[config.mk]
export PLATFORM = sky130hd
export DESIGN_NAME = udf_forward_ctrl
export DESIGN_NICKNAME = d
export VERILOG_FILES = /design/src/hdl/udf_pkg.sv /design/src/hdl/udf_forward_ctrl.sv
export SDC_FILE = /design/constraint.sdc
export NUM_CORES = 1
export LEC_CHECK = 0
export ABC_AREA = 1
export BUFFER_PORTS_ARGS = -buffer_cell sky130_fd_sc_hd__buf_4
export CAP_MARGIN = 20
export CORE_AREA = 2 2 58 60
export CTS_BUF_LIST = sky130_fd_sc_hd__clkbuf_8
export CTS_CLUSTER_DIAMETER = 200
export DETAILED_ROUTE_END_ITERATION = 7
export DIE_AREA = 0 0 60 62
export PLACE_DENSITY = 0.79
export SYNTH_ARGS = -nofsm -noshare
export SYNTH_HDL_FRONTEND = slang
export SYNTH_SLANG_ARGS = --single-unit
[constraint.sdc]
create_clock -name clock -period 1.46 [get_ports clock]
set_input_delay 0.073 -clock clock [delete_from_list [all_inputs] [get_ports clock]]
set_output_delay 0.073 -clock clock [all_outputs]
set_load 0.005 [all_outputs]
[src/hdl/udf_pkg.sv]
// package: register offsets, field layout, reset values and carrier types
package udf_pkg;

  // =====================================================
  // register map
  localparam logic [7:0] UDF_UCAST_OFS  = 8'h83;
  localparam logic [7:0] UDF_MCAST_OFS  = 8'h84;
  localparam logic [7:0] UDF_VLAN_OFS   = 8'h85;

  // =====================================================
  // field layout
  localparam int UDF_EN_BIT    = 5;
  localparam int UDF_MAP_W     = 5;
  localparam int UDF_RSVD_MAP  = 3;
  localparam int UDF_NUM_PORTS = 4;

  // =====================================================
  // reset values
  localparam logic [1:0] UDF_UCAST_RSVD_RST = 2'h2;
  localparam logic [1:0] UDF_MCAST_RSVD_RST = 2'h1;
  localparam logic [1:0] UDF_VLAN_RSVD_RST  = 2'h0;
  localparam logic       UDF_EN_RST         = 1'h0;
  localparam logic [4:0] UDF_MAP_RST        = 5'h00;
  localparam logic [4:0] UDF_MAP_BCAST      = 5'h1F;

  // =====================================================
  // carrier types
  typedef struct packed {
    logic       enable;
    logic [4:0] portMap;
  } udf_ctrl_t;

  typedef struct packed {
    logic [3:0] ports;
    logic       drop;
  } udf_fwd_t;

  typedef enum logic [1:0] {
    UDF_KIND_UCAST = 2'h0,
    UDF_KIND_MCAST = 2'h1,
    UDF_KIND_VLAN  = 2'h3
  } udf_kind_t;

endpackage

[src/hdl/udf_forward_ctrl.sv]
// unknown-destination forwarding control registers and port selection
// =====================================================
// Overview of operation
// - unicast forward enable at bit 5 resets to 0; enables use of port map.
// - enabled unicast with map 00000 drops unresolved unicast frames.
// - unicast map bits 0 to 2 each select one port; 00001 is port one only.
// - unicast map all ones broadcasts to every switch port.
// - map bit 3 is reserved; only meaningful inside the all-ones value.
// - multicast forward enable resets to 0; IP multicast is not covered.
// - multicast map resets to zero, which drops; else bits 0 to 2 select one port each.
// - multicast map all ones broadcasts to every switch port.
// - VLAN forward enable resets to 0; enables use of its port map.
// - VLAN map resets to zero, which discards unknown-VLAN frames.
// - VLAN map 00111 sends to ports one to three; all ones broadcasts.
`timescale 1ns/1ps

module udf_forward_ctrl
  import udf_pkg::*;
#(
  parameter int NumPorts = UDF_NUM_PORTS
) (
  // clock and reset
  input  wire logic                clock,
  input  wire logic                rst_n,
  // management register access
  input  wire logic                regWrEn,
  input  wire logic                regRdEn,
  input  wire logic [7:0]          regAddr,
  input  wire logic [7:0]          regWrData,
  output logic      [7:0]          regRdData,
  output logic                     regRdValid,
  // lookup request from forwarding engine
  input  wire logic                lookupValid,
  input  wire udf_kind_t           lookupKind,
  input  wire logic                lookupIpMcast,
  // forwarding decision
  output logic                     fwdValid,
  output logic                     fwdDrop,
  output logic      [NumPorts-1:0] fwdPorts,
  output logic                     fwdBypass
);

  // =====================================================
  // decode
  function automatic logic [NumPorts-1:0] map_to_ports(input udf_ctrl_t c);
    logic [NumPorts-1:0] p;
    p = '0;
    if (c.portMap == UDF_MAP_BCAST) begin
      p = '1;
    end else begin
      for (int i = 0; i < NumPorts; i++) begin
        // bit 3 carries no port outside broadcast
        if (i < UDF_MAP_W && i != UDF_RSVD_MAP) begin
          p[i] = c.portMap[i];
        end
      end
    end
    return p;
  endfunction

  udf_ctrl_t ucast_q, ucast_d;
  udf_ctrl_t mcast_q, mcast_d;
  udf_ctrl_t vlan_q, vlan_d;

  wire logic hitUcast = regAddr == UDF_UCAST_OFS;
  wire logic hitMcast = regAddr == UDF_MCAST_OFS;
  wire logic hitVlan  = regAddr == UDF_VLAN_OFS;
  wire udf_ctrl_t wrCtrl = '{enable: regWrData[UDF_EN_BIT], portMap: regWrData[UDF_MAP_W-1:0]};

  // reserved bits 7:6 never stored, so writes cannot reach them
  assign ucast_d = (regWrEn && hitUcast) ? wrCtrl : ucast_q;
  assign mcast_d = (regWrEn && hitMcast) ? wrCtrl : mcast_q;
  assign vlan_d  = (regWrEn && hitVlan)  ? wrCtrl : vlan_q;

  wire logic [7:0] rdMux =
    hitUcast ? {UDF_UCAST_RSVD_RST, ucast_q.enable, ucast_q.portMap} :
    hitMcast ? {UDF_MCAST_RSVD_RST, mcast_q.enable, mcast_q.portMap} :
    hitVlan  ? {UDF_VLAN_RSVD_RST,  vlan_q.enable,  vlan_q.portMap}  :
    8'h00;

  // =====================================================
  // forwarding selection
  wire udf_ctrl_t selCtrl =
    (lookupKind == UDF_KIND_UCAST) ? ucast_q :
    (lookupKind == UDF_KIND_MCAST) ? mcast_q : vlan_q;
  // ip multicast belongs to a different control, so pass it through
  wire logic selBypass = (lookupKind == UDF_KIND_MCAST) && lookupIpMcast;
  wire logic [NumPorts-1:0] selPorts = map_to_ports(selCtrl);
  // outside ip bypass, disabled or no selected port both drop
  wire logic selDrop = !selBypass && (!selCtrl.enable || selPorts == '0);

  // =====================================================
  // registers
  always_ff @(posedge clock or negedge rst_n) begin
    if (!rst_n) begin
      ucast_q <= '{enable: UDF_EN_RST, portMap: UDF_MAP_RST};
      mcast_q <= '{enable: UDF_EN_RST, portMap: UDF_MAP_RST};
      vlan_q  <= '{enable: UDF_EN_RST, portMap: UDF_MAP_RST};
    end else begin
      ucast_q <= ucast_d;
      mcast_q <= mcast_d;
      vlan_q  <= vlan_d;
    end
  end

  always_ff @(posedge clock or negedge rst_n) begin
    if (!rst_n) begin
      regRdData  <= 8'h00;
      regRdValid <= 1'b0;
    end else begin
      regRdValid <= regRdEn;
      regRdData  <= regRdEn ? rdMux : 8'h00;
    end
  end

  always_ff @(posedge clock or negedge rst_n) begin
    if (!rst_n) begin
      fwdValid  <= 1'b0;
      fwdDrop   <= 1'b0;
      fwdPorts  <= '0;
      fwdBypass <= 1'b0;
    end else begin
      fwdValid  <= lookupValid;
      fwdDrop   <= lookupValid && selDrop;
      fwdPorts  <= (lookupValid && !selDrop && !selBypass) ? selPorts : '0;
      fwdBypass <= lookupValid && selBypass;
    end
  end

endmodule

==> reports/qor.txt <==
LOGIC SYNTHESIS
-----------------------------------------------------------------------------------------------------
Total nets after synthesis .............................................................          220
Post-synthesis compound-gate area fraction .............................................        9.33%
Ys Warns ...............................................................................            0
Post-synthesis share of cell area spent on full adders, half adders and majority gates .           0%
Basic-gate share of the synthesized area counting and, or, nand and nor cells ..........        29.0%
Post-synthesis xor/xnor area fraction ..................................................           0%
Number of unique standard cell types used by synthesis .................................           18
Netlist area before placement ..........................................................    1640 um^2
Synthesized instance count .............................................................          196
Part of the Yosys area used for sequential elements ....................................        52.0%
Main combinational cell family by area after synthesis ................................. simple AND/OR/NAND/NOR gates
Syn_area_per_cell ......................................................................    8.35 um^2
Yosys reg bits .........................................................................           34
Mux contribution to synthesized area ...................................................           0%

CRITICAL PATH
-----------------------------------------------------------------------------------------------------
Req. time, crit path ...................................................................      1.63 ns
Crit Path Max Fanout ...................................................................            4
Library cell appearing most often on the critical path ................................. sky130_fd_sc_hd__nand3_1
Data arrival time of the critical path .................................................      1.37 ns
CP max stage delay .....................................................................      0.40 ns
Cell type of the slowest stage on the worst timing path ................................ sky130_fd_sc_hd__dfrtp_1
Top cell family by delay on the critical path .......................................... simple AND/OR/NAND/NOR gates
Kind of end point of the critical path .................................................     register
Worst Path Buf+Inv .....................................................................            0
Critical Path Source Type ..............................................................     register
Type of the setup path with the least slack ............................................ register to register
Cells traversed along the worst timing path ............................................ nand3_1 > nand2_1 > nor2_1 > nand3_1 > nand3_1 > nor2_1

STA
-----------------------------------------------------------------------------------------------------
Min Clock Period, post-route ...........................................................      1.21 ns
Sum of negative setup slack ............................................................         0 ns
Final number of hold-violating endpoints ...............................................            0
Max-slew headroom at the worst pin .....................................................        69.6%
Unrepaired setup endpoints after global routing ........................................           no
Final setup skew .......................................................................   0.00400 ns
Count of final max-slew check failures .................................................            0
Slew at the pin with the worst max-slew slack ..........................................     0.455 ns
Achievable clock frequency .............................................................    0.828 GHz
Setup-failing EPs final ................................................................            0
Share of the cycle needed by the critical path after routing ...........................        82.8%

CLOCK TREE
-----------------------------------------------------------------------------------------------------
Number of setup buffers added after CTS ................................................            0
Number of clock buffers inserted by TritonCTS ..........................................            5
Clock slew seen by the registers of the worst setup and hold paths .....................      0.06 ns
Clock root buffer master ............................................................... sky130_fd_sc_hd__clkbuf_8
Number of hold buffers added after cts .................................................            7
PostCTS Resize Cnt .....................................................................            0
Level count of the clock H-tree ........................................................            2
Buffers from clock root to sink, at most ...............................................            2
Clock net sink count ...................................................................           34
TritonCTS clock tree ...................................................................        built
Worst-Skew Late Latency ................................................................      0.29 ns

DIE
-----------------------------------------------------------------------------------------------------
Core ar. ...............................................................................    3180 um^2
Count of standard-cell rows ............................................................           21
Chip Width .............................................................................        60 um
Vert. Die Dim ..........................................................................        62 um
DIE AREA ...............................................................................    3720 um^2
# IOs ..................................................................................           40
Effective utilization at floorplan .....................................................        51.5%

DETAILED ROUTING
-----------------------------------------------------------------------------------------------------
DRC marker count from the first detailed-route iteration ...............................           35
Via count normalized by instance count .................................................         4.78
Remaining routing DRC violations .......................................................            0
Vias after detailed routing ............................................................         1400
Detailed Route WL ......................................................................      3.18 mm
Count of antenna-violating nets left after detailed routing ............................            0
Number of detailed-route iterations in the first pass ..................................            4
Detailed-route wire length per cell ....................................................      10.8 um

CELLS AND AREA
-----------------------------------------------------------------------------------------------------
Top library cells by usage in the layout, fill and taps aside .......................... sky130_fd_sc_hd__nand2_1, sky130_fd_sc_hd__buf_4, sky130_fd_sc_hd__dfrtp_1
Share of final-layout standard cells stronger than drive strength 1 ....................        25.9%
Number of inserted filler cells in the final layout ....................................          277
Antenna diodes .........................................................................            0
Commonest non-fill, non-tap cell in the layout ......................................... sky130_fd_sc_hd__nand2_1
Number of nets in the layout ...........................................................          270
Layout Area Growth over Synthesis ......................................................        29.6%
Share of the core filled with cells in the final layout ................................        66.7%

RUN STATUS
-----------------------------------------------------------------------------------------------------
Outcome ................................................................................ finished, final reports clean

GLOBAL ROUTE
-----------------------------------------------------------------------------------------------------
Global Route Usage Sum .................................................................        19.8%
Maximum number of pins on one net before global-route repair ...........................           35
Number of antenna violations at the first check in global routing ......................            0
Vias in the first global route .........................................................         1180
Wire length of the first global-routing pass ...........................................      5.17 mm
Grt total ovfl .........................................................................            0

PWR
-----------------------------------------------------------------------------------------------------
Peak supply drop .......................................................................     0.637 mV
Total leakage power ....................................................................      1.15 nW
Design Power ...........................................................................      1.93 mW
Power Density ..........................................................................  912 nW/um^2

RUN
-----------------------------------------------------------------------------------------------------
# Max-Cap Violations ...................................................................            0

WORST HOLD PATH
-----------------------------------------------------------------------------------------------------
Classification of the worst-slack hold path ............................................ input pin to register

PLACEMENT
-----------------------------------------------------------------------------------------------------
Detailed placement HPWL ................................................................      2.44 mm
Number of buffers inserted by port buffering ...........................................           37
Gpl congestion .........................................................................        0.851

-- area by class of cell --
class	count	area [um^2]	area share, %
Inverter	33	124	5.84
Tap cell	46	57.6	2.71
Sequential cell	34	851	40.1
Multi-Input combinational cell	125	627	29.6
Timing Repair Buffer	47	370	17.5
Clock inverter	2	8.76	0.413
Clock buffer	6	82.6	3.89
-- worst register-to-register path: stages (launching register included) --
cell	delay, ns
sky130_fd_sc_hd__dfrtp_1	0.40
sky130_fd_sc_hd__nand3_1	0.09
sky130_fd_sc_hd__nand2_1	0.05
sky130_fd_sc_hd__nor2_1	0.19
sky130_fd_sc_hd__nand3_1	0.13
sky130_fd_sc_hd__nand3_1	0.16
sky130_fd_sc_hd__nor2_1	0.07
-- stage by stage --
stage | hold slack, ns | cells | setup slack (ns) | area, um^2
after floorplan | -0.223 | 196 | 0.431 | 1640
after global placement | 0.0322 | 278 | 0.211 | 1960
after detailed placement | 0.0361 | 278 | 0.182 | 1960
after CTS | 0.00286 | 293 | 0.275 | 2120
after global routing | 0.0256 | 293 | 0.118 | 2120
final | 0.00824 | 293 | 0.252 | 2120
-- power breakdown --
| group | internal (mW) | switching (mW) | total [mW] |
|---|---|---|---|
| sequential | 0.981 | 0.0257 | 1.01 |
| combinational | 0.108 | 0.129 | 0.237 |
| clock | 0.373 | 0.318 | 0.690 |
-- sequential cells by signal, summed over array words and instances (netlist names), 4 cells and up --
name,cells
regRdData,8
vlan_q,6
mcast_q,6
ucast_q,6
fwdPorts,4
-- metal layers --
layer	share of wire (%)	vias up	GRT usage [%]
li1	-	717	-
met1	44	626	25.3
met2	47	48	30.3
met3	5.9	9	4.35
met4	3.3	0	13.3
met5	0	-	0
-- synthesized netlist by cell type --
master / count / area, um^2
sky130_fd_sc_hd__nand2_1: 43 / 161
sky130_fd_sc_hd__dfrtp_1: 34 / 851
sky130_fd_sc_hd__inv_1: 32 / 120
sky130_fd_sc_hd__nand3_1: 27 / 135
sky130_fd_sc_hd__nor2_1: 15 / 56.3
sky130_fd_sc_hd__o21ai_1: 13 / 65.1
sky130_fd_sc_hd__nand2_2: 7 / 43.8
sky130_fd_sc_hd__o21ai_0: 7 / 35.0
sky130_fd_sc_hd__o21ai_2: 4 / 35.0
sky130_fd_sc_hd__buf_2: 3 / 15.0
sky130_fd_sc_hd__nor3_4: 3 / 48.8
sky130_fd_sc_hd__a21oi_1: 2 / 10.0
sky130_fd_sc_hd__and3_4: 1 / 11.3
sky130_fd_sc_hd__buf_12: 1 / 20.0
sky130_fd_sc_hd__inv_2: 1 / 3.75
sky130_fd_sc_hd__nand3b_1: 1 / 7.51
sky130_fd_sc_hd__nor3_2: 1 / 10.0
sky130_fd_sc_hd__o211ai_1: 1 / 7.51
-- worst paths after layout --
check	endpoint	from	cells after the start	slack [ns]
setup / recovery	fwdPorts[1]	mcast_q[1]	6	0.25
hold / removal	vlan_q[4]	regWrData[4]	3	0.008
setup reg to reg	fwdPorts[1]	mcast_q[1]	6	0.25
hold reg to reg	ucast_q[0]	ucast_q[0]	2	0.49
max in group asynchronous	ucast_q[5]	rst_n	2	0.90
min in group asynchronous	fwdPorts[3]	rst_n	2	0.27
-- logic make-up after synthesis --
| logic type | count (synthesis) |
|---|---|
| compound gates | 27 |
| buf+inv | 37 |
| flops | 34 |
| simple gates | 98 |
Note: power is estimated with default switching activity, not from simulation.
